[src/pkg/fdc_host_consts.vh]
// Constants for the floppy host status and reset logic
`ifndef FDC_HOST_CONSTS_VH
`define FDC_HOST_CONSTS_VH
`define OFS_DOR 8'h00
`define OFS_DSR 8'h04
`define OFS_MSR 8'h08
`define OFS_DATA 8'h0C
`define OFS_DIR 8'h10
`define OFS_CCR 8'h14
`define OFS_CFG 8'h18
`define OFS_STAT 8'h1C
`define DOR_RST_BIT 0
`define DOR_GATE_BIT 3
`define DSR_RST_BIT 7
`define DSR_PD_BIT 6
`define CCR_MASK_BIT 4
`define CCR_NOPRE_BIT 2
`define RATE_RESET 2'h2
`define RATE_1M 2'h3
`define RATE_500K 2'h0
`define RATE_300K 2'h1
`define RATE_250K 2'h2
`define KBPS_1M 11'd1000
`define KBPS_500K 11'd500
`define KBPS_300K 11'd300
`define KBPS_250K 11'd250
`define MODE_BASIC 2'h0
`define MODE_EXT 2'h1
`define MODE_ALT 2'h2
`define FIFO_DEPTH 16
`define FIFO_AW 4
`endif

[src/logic/fdc_host_status_reset_logic.v]
// Host port: registers, FIFO, resets and DMA request of a floppy controller
// Functional notes
// RL1: FIFO mode is off at command start; bytes go one at a time; the code keeps only host writes to one byte, reads drain up to 16.
// RL2: Entering execution flushes every byte held in the FIFO.
// RL3: Overrun or underrun ends the command and stops all transfer; the code still lets host data reads pop the FIFO.
// RL4: Underrun on a write pads the sector with zero bytes and CRC.
// RL5: Input register is read only; basic mode drives only bit 7.
// RL6: Disk-change bit is the inverse of the cable input.
// RL7: Auto powerdown forces disk-change inactive; other bits keep values.
// RL8: Bits 6 to 4 show idle, powerdown and mask when enabled.
// RL9: Active idle mask disables the idle output pin.
// RL10: Extended mode bit 3 reads 1, bits 2 and 1 give rate.
// RL11: Density bit low for 500K and 1M, high otherwise.
// RL12: Drive specification command may also load the rate code.
// RL13: Alternate mode: bit 7 inverted, bit 3 mirrors DMA gate.
// RL14: Alternate mode: bit 2 mirrors the no-precompensation bit.
// RL15: Config register is write only; rate in bits 1:0, reset 10.
// RL16: Config bit 4 is idle mask only with status enabled.
// RL17: No-precompensation bit has no effect; hardware reset clears it.
// RL18: Pin, output-register and rate-register resets all exit powerdown.
// RL19: Reset aborts and idles; release clears state and starts polling.
// RL20: Hardware reset clears registers and sets output-register reset.
// RL21: Software resets reset core; FIFO too only when lock is 0.
// RL22: Rate-register reset self clears; output-register reset persists.
// RL23: Host holds output-register reset at least 0.5 us at 250K.
// RL24: DMA request during transfers; acknowledge alone selects FIFO.
// RL25: Rate code 11=1M, 00=500K, 01=300K, 10=250K.
// RL26: Request bit lets host move a byte; direction 1 read.
//
// Our own choices: register access over Wishbone and the address map.
`timescale 1ns/10ps
`default_nettype none
`include "fdc_host_consts.vh"
module fdc_host_status_reset_logic (
    input wire clock_in,
    input wire srst_in,
    input wire wb_cyc_in,
    input wire wb_stb_in,
    input wire wb_we_in,
    input wire [7:0] wb_adr_in,
    input wire [3:0] wb_sel_in,
    input wire [31:0] wb_dat_in,
    output reg [31:0] wb_dat_out,
    output reg wb_ack_out,
    input wire media_change_pin_in,
    input wire dma_acknowledge_n_in,
    output wire dma_request_out,
    output wire idle_pin_out,
    input wire idle_in,
    input wire auto_pd_in,
    input wire cmd_start_in,
    input wire exec_start_in,
    input wire cmd_end_in,
    input wire transfer_direction_in,
    input wire lock_in,
    input wire fifo_cfg_en_in,
    input wire poll_disable_in,
    input wire spec_rate_we_in,
    input wire [1:0] spec_rate_in,
    input wire core_pop_in,
    output reg [7:0] core_data_out,
    input wire core_push_in,
    input wire [7:0] core_data_in,
    input wire sector_done_in,
    input wire is_disk_write_in,
    output wire fifo_empty_out,
    output wire fifo_full_out,
    output wire core_reset_out,
    output reg terminate_out,
    output reg zero_fill_out,
    output reg poll_enable_out,
    output wire powerdown_state_flag_out,
    output wire [1:0] rate_code_out,
    output reg [10:0] data_rate_kbps_out,
    output wire skip_write_shift_out
);
    // Two-stage synchronisers for pin inputs
    reg chg_s1_q;
    reg chg_s2_q;
    reg ack_s1_q;
    reg ack_s2_q;
    always @(posedge clock_in) begin
        chg_s1_q <= media_change_pin_in;
        chg_s2_q <= chg_s1_q;
        ack_s1_q <= dma_acknowledge_n_in;
        ack_s2_q <= ack_s1_q;
    end

    // Control registers
    reg dor_reset_q;
    reg dma_gate_n_q;
    reg dsr_reset_q;
    reg direct_pd_q;
    reg [1:0] rate_q;
    reg idle_pin_mask_q;
    reg skip_write_shift_q;
    reg [1:0] mode_q;
    reg pd_stat_en_q;
    reg srb_mask_q;
    reg dma_en_q;
    reg fifo_on_q;
    reg in_exec_q;
    reg stop_q;
    reg term_flag_q;
    reg was_reset_q;

    // FIFO storage
    reg [7:0] mem_q [0:`FIFO_DEPTH-1];
    reg [`FIFO_AW-1:0] wr_ptr_q;
    reg [`FIFO_AW-1:0] rd_ptr_q;
    reg [`FIFO_AW:0] count_q;

    wire sw_reset;
    wire any_reset;
    wire fifo_reset;
    wire dma_sel;
    wire bus_req;
    wire bus_wr;
    wire bus_rd;
    wire [7:0] adr_eff;
    wire host_push;
    wire host_pop;
    wire push;
    wire pop;
    wire overrun;
    wire underrun;
    wire host_transfer_request;
    wire media_changed_flag;
    wire high_density_indicator_n;
    wire idle_mask_eff;
    wire [2:0] pd_bits;
    reg [7:0] dir_val;
    reg [7:0] rd_val;

    // DIGITAL_OUTPUT_REGISTER reset persists and wins; DSR reset lasts one cycle [RL22]
    assign sw_reset = dor_reset_q | dsr_reset_q;
    assign any_reset = srst_in | sw_reset; // [RL18]
    assign core_reset_out = any_reset; // [RL19] [RL21]
    // FIFO survives a software reset when locked [RL21]
    assign fifo_reset = srst_in | (sw_reset & ~lock_in);

    // Acknowledge alone selects the FIFO, address ignored [RL24]
    assign dma_sel = ~ack_s2_q;
    assign bus_req = wb_cyc_in & wb_stb_in & ~wb_ack_out;
    assign bus_wr = bus_req & wb_we_in & wb_sel_in[0];
    assign bus_rd = bus_req & ~wb_we_in;
    assign adr_eff = dma_sel ? `OFS_DATA : wb_adr_in;

    assign fifo_empty_out = (count_q == 5'd0);
    assign fifo_full_out = (count_q == `FIFO_DEPTH);

    // Request bit paces host bytes; single byte on writes while FIFO is off
    assign host_transfer_request = ~any_reset & ~stop_q &
        (transfer_direction_in ? ~fifo_empty_out :
        (fifo_on_q ? ~fifo_full_out : fifo_empty_out)); // [RL1] [RL26]

    assign host_push = bus_wr & (adr_eff == `OFS_DATA) &
        ~transfer_direction_in & ~stop_q & ~fifo_full_out;
    assign host_pop = bus_rd & (adr_eff == `OFS_DATA) &
        transfer_direction_in & ~fifo_empty_out;
    assign push = host_push | (core_push_in & ~stop_q & ~fifo_full_out);
    assign pop = host_pop | (core_pop_in & ~stop_q & ~fifo_empty_out);
    assign overrun = in_exec_q & core_push_in & fifo_full_out;
    assign underrun = in_exec_q & core_pop_in & fifo_empty_out;

    // DMA request only while a transfer is running [RL24]
    assign dma_request_out = dma_en_q & in_exec_q &
        host_transfer_request & ~any_reset; // [RL3]

    // Disk-change bit inverted from cable, forced off in auto powerdown
    assign media_changed_flag = ~chg_s2_q & ~auto_pd_in; // [RL6] [RL7]
    assign high_density_indicator_n =
        ~((rate_q == `RATE_500K) | (rate_q == `RATE_1M)); // [RL11]
    // Basic mode takes the mask from the secondary status bit [RL16]
    assign idle_mask_eff = (mode_q == `MODE_BASIC) ? srb_mask_q :
        (idle_pin_mask_q & pd_stat_en_q);
    assign idle_pin_out = idle_in & ~idle_mask_eff; // [RL9]
    assign powerdown_state_flag_out = direct_pd_q | auto_pd_in;
    assign pd_bits = pd_stat_en_q ?
        {idle_in, powerdown_state_flag_out, idle_mask_eff} : 3'h0; // [RL8]
    assign rate_code_out = rate_q;
    assign skip_write_shift_out = skip_write_shift_q;

    // Data rate decode [RL25]
    always @* begin
        case (rate_q)
            `RATE_1M: data_rate_kbps_out = `KBPS_1M;
            `RATE_500K: data_rate_kbps_out = `KBPS_500K;
            `RATE_300K: data_rate_kbps_out = `KBPS_300K;
            default: data_rate_kbps_out = `KBPS_250K;
        endcase
    end

    // Input register view per mode [RL5]
    always @* begin
        case (mode_q)
            `MODE_EXT: begin
                dir_val = {media_changed_flag, pd_bits, 1'b1, rate_q,
                    high_density_indicator_n}; // [RL10]
            end
            `MODE_ALT: begin
                dir_val = {~media_changed_flag, pd_bits, dma_gate_n_q,
                    skip_write_shift_q, rate_q}; // [RL13] [RL14]
            end
            default: begin
                dir_val = {media_changed_flag, 7'h00};
            end
        endcase
    end

    // Read mux; write-only registers read as zero
    always @* begin
        case (adr_eff)
            `OFS_DOR: rd_val = {4'h0, dma_gate_n_q, 2'h0, dor_reset_q};
            `OFS_MSR: rd_val = {host_transfer_request,
                transfer_direction_in, in_exec_q & ~dma_en_q,
                ~any_reset & (in_exec_q | ~fifo_empty_out), 4'h0};
            `OFS_DATA: rd_val = mem_q[rd_ptr_q];
            `OFS_DIR: rd_val = dir_val;
            `OFS_CFG: rd_val = {3'h0, dma_en_q, srb_mask_q,
                pd_stat_en_q, mode_q};
            `OFS_STAT: rd_val = {term_flag_q, zero_fill_out, stop_q,
                count_q};
            default: rd_val = 8'h00;
        endcase
    end

    // Bus answer: one wait state, ack for one cycle
    always @(posedge clock_in) begin
        if (srst_in) begin
            wb_ack_out <= 1'b0;
            wb_dat_out <= 32'h00000000;
        end else begin
            wb_ack_out <= bus_req;
            if (bus_rd) begin
                wb_dat_out <= {24'h000000, rd_val};
            end
        end
    end

    // Software-written control state
    always @(posedge clock_in) begin
        if (srst_in) begin
            dor_reset_q <= 1'b1; // [RL20]
            dma_gate_n_q <= 1'b0;
            dsr_reset_q <= 1'b0;
            direct_pd_q <= 1'b0;
            rate_q <= `RATE_RESET; // [RL15]
            idle_pin_mask_q <= 1'b0;
            skip_write_shift_q <= 1'b0; // [RL17]
            mode_q <= `MODE_BASIC;
            pd_stat_en_q <= 1'b0;
            srb_mask_q <= 1'b0;
            dma_en_q <= 1'b0;
        end else begin
            dsr_reset_q <= 1'b0; // [RL22]
            if (sw_reset) begin
                direct_pd_q <= 1'b0; // [RL18]
            end
            if (spec_rate_we_in) begin
                rate_q <= spec_rate_in; // [RL12]
            end
            if (bus_wr) begin
                case (adr_eff)
                    `OFS_DOR: begin
                        dor_reset_q <= wb_dat_in[`DOR_RST_BIT]; // [RL23]
                        dma_gate_n_q <= wb_dat_in[`DOR_GATE_BIT];
                    end
                    `OFS_DSR: begin
                        dsr_reset_q <= wb_dat_in[`DSR_RST_BIT];
                        direct_pd_q <= wb_dat_in[`DSR_PD_BIT] &
                            ~wb_dat_in[`DSR_RST_BIT];
                        rate_q <= wb_dat_in[1:0];
                    end
                    `OFS_CCR: begin
                        rate_q <= wb_dat_in[1:0]; // [RL15]
                        if (pd_stat_en_q) begin
                            idle_pin_mask_q <=
                                wb_dat_in[`CCR_MASK_BIT]; // [RL16]
                        end
                        if (mode_q == `MODE_ALT) begin
                            skip_write_shift_q <=
                                wb_dat_in[`CCR_NOPRE_BIT]; // [RL17]
                        end
                    end
                    `OFS_CFG: begin
                        mode_q <= wb_dat_in[1:0];
                        pd_stat_en_q <= wb_dat_in[2];
                        srb_mask_q <= wb_dat_in[3];
                        dma_en_q <= wb_dat_in[4];
                    end
                    default: begin
                    end
                endcase
            end
        end
    end

    // Command phase tracking, termination and zero fill
    always @(posedge clock_in) begin
        if (srst_in | sw_reset) begin
            fifo_on_q <= 1'b0; // [RL19]
            in_exec_q <= 1'b0;
            stop_q <= 1'b0;
            term_flag_q <= 1'b0;
            zero_fill_out <= 1'b0;
            terminate_out <= 1'b0;
        end else begin
            terminate_out <= 1'b0;
            if (cmd_start_in) begin
                fifo_on_q <= 1'b0; // [RL1]
                in_exec_q <= 1'b0;
                stop_q <= 1'b0;
                term_flag_q <= 1'b0;
            end else if (exec_start_in) begin
                fifo_on_q <= fifo_cfg_en_in;
                in_exec_q <= 1'b1;
            end else if (cmd_end_in) begin
                in_exec_q <= 1'b0;
                fifo_on_q <= 1'b0;
            end
            if ((overrun | underrun) & ~stop_q) begin
                stop_q <= 1'b1; // [RL3]
                term_flag_q <= 1'b1;
                terminate_out <= 1'b1;
                in_exec_q <= 1'b0;
                zero_fill_out <= underrun & is_disk_write_in; // [RL4]
            end else if (sector_done_in) begin
                zero_fill_out <= 1'b0;
            end
        end
    end

    // Byte to the core; zeros while padding the sector [RL4]
    always @(posedge clock_in) begin
        if (srst_in) begin
            core_data_out <= 8'h00;
        end else if (zero_fill_out | (stop_q & core_pop_in)) begin
            core_data_out <= 8'h00;
        end else if (core_pop_in & ~fifo_empty_out) begin
            core_data_out <= mem_q[rd_ptr_q];
        end
    end

    // FIFO pointers; flushed when execution begins [RL2]
    always @(posedge clock_in) begin
        if (fifo_reset | exec_start_in) begin
            wr_ptr_q <= 4'h0; // [RL21]
            rd_ptr_q <= 4'h0;
            count_q <= 5'h00;
        end else begin
            if (push) begin
                wr_ptr_q <= wr_ptr_q + 4'h1;
            end
            if (pop) begin
                rd_ptr_q <= rd_ptr_q + 4'h1;
            end
            if (push & ~pop) begin
                count_q <= count_q + 5'h01;
            end else if (pop & ~push) begin
                count_q <= count_q - 5'h01;
            end
        end
    end

    always @(posedge clock_in) begin
        if (push) begin
            mem_q[wr_ptr_q] <= host_push ? wb_dat_in[7:0] : core_data_in;
        end
    end

    // Polling starts when reset is released [RL19]
    always @(posedge clock_in) begin
        if (srst_in) begin
            was_reset_q <= 1'b1;
            poll_enable_out <= 1'b0;
        end else begin
            was_reset_q <= any_reset;
            if (any_reset) begin
                poll_enable_out <= 1'b0;
            end else if (was_reset_q) begin
                poll_enable_out <= 1'b1;
            end else if (poll_disable_in) begin
                poll_enable_out <= 1'b0;
            end
        end
    end
endmodule
`default_nettype wire

[config.mk]
export PLATFORM = sky130hd
export DESIGN_NAME = fdc_host_status_reset_logic
export DESIGN_NICKNAME = d
export VERILOG_FILES = /design/src/logic/fdc_host_status_reset_logic.v
export VERILOG_INCLUDE_DIRS = /design/src /design/src/pkg
export SDC_FILE = /design/constraint.sdc
export NUM_CORES = 1
export LEC_CHECK = 0
export ABC_AREA = 1
export ABC_CLOCK_PERIOD_IN_PS = 3650
export BUFFER_PORTS_ARGS = -buffer_cell sky130_fd_sc_hd__buf_2
export CAP_MARGIN = 20
export CELL_PAD_IN_SITES_DETAIL_PLACEMENT = 0
export CELL_PAD_IN_SITES_GLOBAL_PLACEMENT = 1
export CORE_ASPECT_RATIO = 1.2
export CORE_MARGIN = 3
export CORE_UTILIZATION = 44
export CTS_BUF_LIST = sky130_fd_sc_hd__clkbuf_8
export CTS_CLUSTER_DIAMETER = 120
export DETAILED_ROUTE_END_ITERATION = 7
export MAX_ROUTING_LAYER = met4
export PLACE_DENSITY = 0.9
export SLEW_MARGIN = 15
export SYNTH_ARGS = -nofsm -noshare
export SYNTH_HDL_FRONTEND = slang
export SYNTH_SLANG_ARGS = --single-unit
export TNS_END_PERCENT = 20
[constraint.sdc]
create_clock -name clock_in -period 3.65 [get_ports clock_in]
set_clock_uncertainty 0.2 [all_clocks]
set_input_delay 0.1825 -clock clock_in [delete_from_list [all_inputs] [get_ports clock_in]]
set_output_delay 0.1825 -clock clock_in [all_outputs]
set_load 0.03 [all_outputs]
# After elaboration in Yosys (flattened, before gate mapping)
# Memory sizes are Yosys's and may differ from the RTL's. A register that Yosys moved wholly into a read port is not among the register bits.
# Cells that the tools add are included.
[classes]
n_reduce_logical = 19
bitwise = 68
add_sub_neg = 4
n_mux = 31
eq_ne = 12
[op_table]
columns = ["operator", "n"]
rows = [
  ["case mux 8 bit (6 select lines)", 1],
  ["bitwise AND 1 bit", 38],
  ["equality test 8 x 5 -> 1 bit, second input constant", 4],
  ["case mux 10 bit (3 select lines)", 1],
  ["NOT 1 bit", 19],
  ["two-way mux 1 bit", 18],
  ["equality test 8 x 4 -> 1 bit, second input constant", 2],
  ["two-way mux 8 bit", 2],
  ["case mux 8 bit (2 select lines)", 1],
  ["bitwise OR 1 bit", 11],
  ["two-way mux 5 bit", 2],
  ["nonzero test 2 bit", 5],
  ["adder 4 x 1 -> 4 bit, second input constant", 2],
  ["equality test 8 x 3 -> 1 bit, second input constant", 1],
  ["zero test 8 bit", 1],
  ["two-way mux 4 bit", 2],
  ["OR reduction 2 bit", 4],
  ["two-way mux 2 bit", 3],
  ["AND reduction 3 bit", 2],
  ["OR reduction 3 bit", 2],
  ["adder 5 x 1 -> 5 bit, second input constant", 1],
  ["equality test 5 bit, second input constant", 1],
  ["zero test 5 bit", 1],
  ["subtractor 5 x 1 -> 5 bit, second input constant", 1],
  ["5 further kinds", 9],
]
[word_totals]
regBits = 54
output_inout_bits = 64
input_bits = 75
n_memories = 1
mem_bits_rw = 128
[mem_list]
columns = ["name", "words", "width", "rd", "rd_clocked_by_memory_dff", "wr", "line_no", "text"]
rows = [
  ["mem_q", 16, 8, 1, 1, 1, "fdc_host_status_reset_logic.v:108", "reg [7:0] mem_q [0:`FIFO_DEPTH-1];"],
]

# Logic depth before layout (Yosys ltp)
[logic_depth]
word_depth = 13
ltp_mapped = 18
depth_no_buf = 17

# Worst setup path before layout
# OpenSTA, ideal clock, no wires.
[synth_timing]
kind = "register -> register"
from = "register wb_ack_out"
to = "register count_q[4]"
arrival_ns = 2.516
setup_ns = 0.123
setup_slack_ns = 0.812
path_stages_with_launch = 16
path_cell_list = "dfxtp_1 nor2_1 nand2_1 nor2_2 nand3_1 o22ai_2 inv_1 ha_1 inv_1 ha_1 a21oi_1 nor2_1 o21ai_0 nand3_1 o21ai_0 a21oi_1"
[synth_via]
elab_chain_len = 12
elab_cells_between_ends = 20
cone_classes = "1 x mux; 18 x bitwise; 1 x reduce/logical"
[synth_rtl]
columns = ["item", "line_no", "text"]
rows = [
  ["from (decl)", "fdc_host_status_reset_logic.v:44", "output reg wb_ack_out,"],
  ["from (signal assigned)", "fdc_host_status_reset_logic.v:234", "wb_ack_out <= bus_req;"],
  ["NOT 1 bit *", "fdc_host_status_reset_logic.v:144", "assign bus_req = wb_cyc_in & wb_stb_in & ~wb_ack_out;"],
  ["bitwise AND 1 bit *", "fdc_host_status_reset_logic.v:144", ""],
  ["bitwise AND 1 bit (2 in series)", "fdc_host_status_reset_logic.v:145", "assign bus_wr = bus_req & wb_we_in & wb_sel_in[0];"],
  ["bitwise AND 1 bit (4 in series)", "fdc_host_status_reset_logic.v:157", "assign host_push = bus_wr & (adr_eff == `OFS_DATA) &"],
  ["bitwise OR 1 bit", "fdc_host_status_reset_logic.v:161", "assign push = host_push | (core_push_in & ~stop_q & ~fifo_full_out);"],
  ["NOT 1 bit", "fdc_host_status_reset_logic.v:360", "end else if (pop & ~push) begin"],
  ["bitwise AND 1 bit", "fdc_host_status_reset_logic.v:360", ""],
  ["nonzero test 2 bit (no source line)", "--", ""],
  ["to (signal assigned)", "fdc_host_status_reset_logic.v:359", "count_q <= count_q + 5'h01;"],
  ["to (signal assigned)", "fdc_host_status_reset_logic.v:361", "count_q <= count_q - 5'h01;"],
  ["to (decl)", "fdc_host_status_reset_logic.v:111", "reg [`FIFO_AW:0] count_q;"],
]
# Mark *: on every way between the ends. The rest lies on a longest branch, timed or not.
# A chain may end at the register's enable or synchronous reset.

# Worst setup path in the final report
[layout_timing]
from = "register ack_s2_q"
to = "register count_q[4]"
[layout_via]
elab_chain_len = 10
elab_cells_between_ends = 17
cone_classes = "1 x eq/ne; 2 x mux; 13 x bitwise; 1 x reduce/logical"
[layout_rtl]
columns = ["item", "line_no", "text"]
rows = [
  ["from (decl)", "fdc_host_status_reset_logic.v:81", "reg ack_s2_q;"],
  ["from (signal assigned)", "fdc_host_status_reset_logic.v:86", "ack_s2_q <= ack_s1_q;"],
  ["two-way mux 8 bit *", "fdc_host_status_reset_logic.v:147", "assign adr_eff = dma_sel ? `OFS_DATA : wb_adr_in;"],
  ["equality test 8 x 4 -> 1 bit *", "--", ""],
  ["bitwise AND 1 bit * (4 in series)", "fdc_host_status_reset_logic.v:157", ""],
  ["bitwise OR 1 bit *", "fdc_host_status_reset_logic.v:161", ""],
  ["named net push", "fdc_host_status_reset_logic.v:123", "wire push;"],
  ["NOT 1 bit", "fdc_host_status_reset_logic.v:360", ""],
  ["bitwise AND 1 bit", "fdc_host_status_reset_logic.v:360", ""],
  ["nonzero test 2 bit (no source line)", "--", ""],
]
# The timed path passes the listed nets; every way through them passes the cells marked *.

==> qor.yml <==
power.leakage_nw: 4.58
hp-class: "input port to flop"
grt_overflow: 0
slew_headroom_pct: 44.9
coreArea_um2: 19700
max-vdd-ir-drop_mv: 0.201
io_pins: 139
row_count: 56
synth_seq_area_share_pct: 56.4
powerDensity_nw_per_um2: 399
n_fill_cell: 1805
critPathLaunchType: "flop"
synth_area_per_cell_um2: 8.72
synth_area_um2: 8870
timing.hold.ws_ns: 0.0438
grtUsageTotal_pct: 20.6
hold_violations: 0
post-dp-hpwl_mm: 14.6
arrival_ns: 3.22
clock_latency_ns: 0.46
grt_pass1_vias: 6673
diodes: 0
criticalPathCategory: "flop to flop"
synth_warnings: 0
grt_pass1_wl_mm: 34.1
antenna_found_initial: 0
vias: 6851
maxSlewViolCount: 0
fin_nets: 1241
synthArstFlopShare_pct: 0
end_kind: "flop"
cts_setup_buffers: 0
synth_ff_type: "edfxtp_1"
port_buffers: 84
synth_top_cell_by_area: "edfxtp_1"
max_cap_viol_count: 0
syn_to_final_growth_pct: 16.5
synth_edf_count: 128
period_needed_ns: 3.07
cts-root-buf: "clkbuf_8"
drt_iter0_markers: 462
cp_max_fo: 13
cts_made_buffers: 17
dieArea_um2: 21900
tritoncts: "built"
clockBufferDepth: 2
drt_wl_total_mm: 21.3
ant_nets: 0
setup_violations: 0
grt_start_max_net_pins: 63
worst_pin_slew_ns: 0.823
gp_congestion: 0.948
routed_via_density: 4.82
die_y_um: 162
required_ns: 3.80
synth_area_leaders: "edfxtp_1 43%, dfxtp_1 13%, nand2_1 13%"
wl_per_cell_um: 15.0
synth.ff_latch_count: 186
finalSetupTns_ns: 0
drive_gt1_share_pct: 13.4
synth_cells: 1018
drt-pass1-iter-count: 5
start_util_pct: 45.1
fmax_mhz: 326
grt_setup_unrepaired: "no"
status: "finished, final reports clean"
drc: 0
path_clk_slew_ns: 0.09
fin_crit_sh_pct: 84.0
yosys.area.top_type_share_pct: 43.3
cts.sinks: 186
die_w_um: 136
cts.htree.levels: 4
yosys.cell_types.count: 43
layout by cell type, fill, tap and decap left out, types with 3 or more instances in the layout:
cell type	n
nand3_1	113
inv_6	3
dlygate4sd3_1	40
inv_4	3
ha_1	18
a21oi_1	37
clkbuf_8	17
o21ai_0	30
buf_2	84
o21ai_1	5
nor2_1	85
edfxtp_1	128
bufinv_16	3
nor3_1	4
nand4_1	5
clkinv_4	3
dfxtp_1	57
inv_1	141
buf_4	15
nor2_2	5
nand2_1	298
nand2_2	3
conb_1	27
worst paths after layout:
path	startpoint	end	slack (ns)	cells past startpoint
max	ack_s2_q	count_q[4]	0.58	16
min	wb_adr_in[7]	idle_pin_mask_q	0.04	6
max reg2reg	ack_s2_q	count_q[4]	0.58	16
min reg2reg	chg_s1_q	chg_s2_q	0.14	0
worst max-delay path, stage by stage (launching register included):
cell and delay, ns:
dfxtp_1 0.40, nand2_2 0.10, nand2_2 0.08, nor2_4 0.20, nand2_4 0.09, clkinv_4 0.10, nand3_4 0.21, nand2_4 0.21
ha_1 0.19, inv_1 0.11, fa_1 0.41, a21oi_1 0.15, nor2_1 0.07, o21ai_0 0.14, nand3_1 0.10, o21ai_0 0.15
a21oi_1 0.05
final cells by class:
cell class	instances	area (µm²)	area share, %
Sequential cell	186	5010	48.4
Multi-Input combinational cell	659	3080	29.8
Timing Repair Buffer	141	981	9.49
Inverter	142	538	5.21
Tap cell	261	327	3.16
Clock buffer	17	234	2.26
Clock inverter	15	173	1.67
per-stage QoR:
| stage | setup slack [ns] | std cells | utilization, % | cell area [µm²] | power, mW |
|---|---|---|---|---|---|
| floorplan | 0.812 | 1043 | - | 8970 | 2.62 |
| global placement | 0.579 | 1347 | 48.1 | 9480 | 2.71 |
| detailed placement | 0.567 | 1348 | 48.3 | 9510 | 2.71 |
| CTS | 0.589 | 1420 | 52.4 | 10300 | 4.15 |
| global route | 0.291 | 1421 | 52.5 | 10300 | 4.27 |
| finish | 0.585 | 1421 | 52.5 | 10300 | 4.12 |
flip-flops by register name, indices dropped and copies added (netlist names), 2 cells and up, named ones only:
| signal | count |
|---|---|
| rd_ptr_q | 4 |
| mem_q | 128 |
| mode_q | 2 |
| rate_code_out | 2 |
| wb_dat_out | 8 |
| wr_ptr_q | 4 |
| count_q | 5 |
| core_data_out | 8 |
Yosys cell counts (3+ instances only):
master,n
nand2_1,298
inv_1,139
edfxtp_1,128
nand3_1,113
nor2_1,85
dfxtp_1,58
a21oi_1,37
o21ai_0,33
buf_4,29
ha_1,18
clkbuf_1,13
buf_2,11
nand4_1,5
nor2_2,5
nor3_1,4
nand2_2,3
kinds of logic (layout without fill, tap and decap cells):
group / after synthesis / count (layout) / share of synthesized area, %
other: 2 / 27 / 0.0846
muxes: 4 / 4 / 0.592
and+or+nand+nor: 523 / 523 / 24.8
xor gates and xnor gates: 4 / 4 / 0.395
AOI/OAI and AO/OA: 82 / 82 / 4.98
DFF: 186 / 186 / 56.4
adders and majority gates: 19 / 19 / 2.76
buffers and inverters: 198 / 315 / 9.98
routing by layer:
metal  share of wire (%)  up-vias  wire length, µm  GRT usage [%]
li1                    -     3480                -              -
met1                  40     3127             8600           24.4
met2                  52      218            11100           35.4
met3                 5.4       26             1160           3.58
met4                 2.4        0              520           7.42
met5                   0        -                0              -
report_power, final:
part	internal, mW	switching, mW
Clock	0.680	0.745
Combinational	0.128	0.274
Sequential	2.28	0.0185
what timing repair did:
action	CTS	global route
hold endpoints to repair	61	0
hold buffers	40	0
gates resized for setup	0	0
Note: power is estimated with default switching activity, not from simulation.
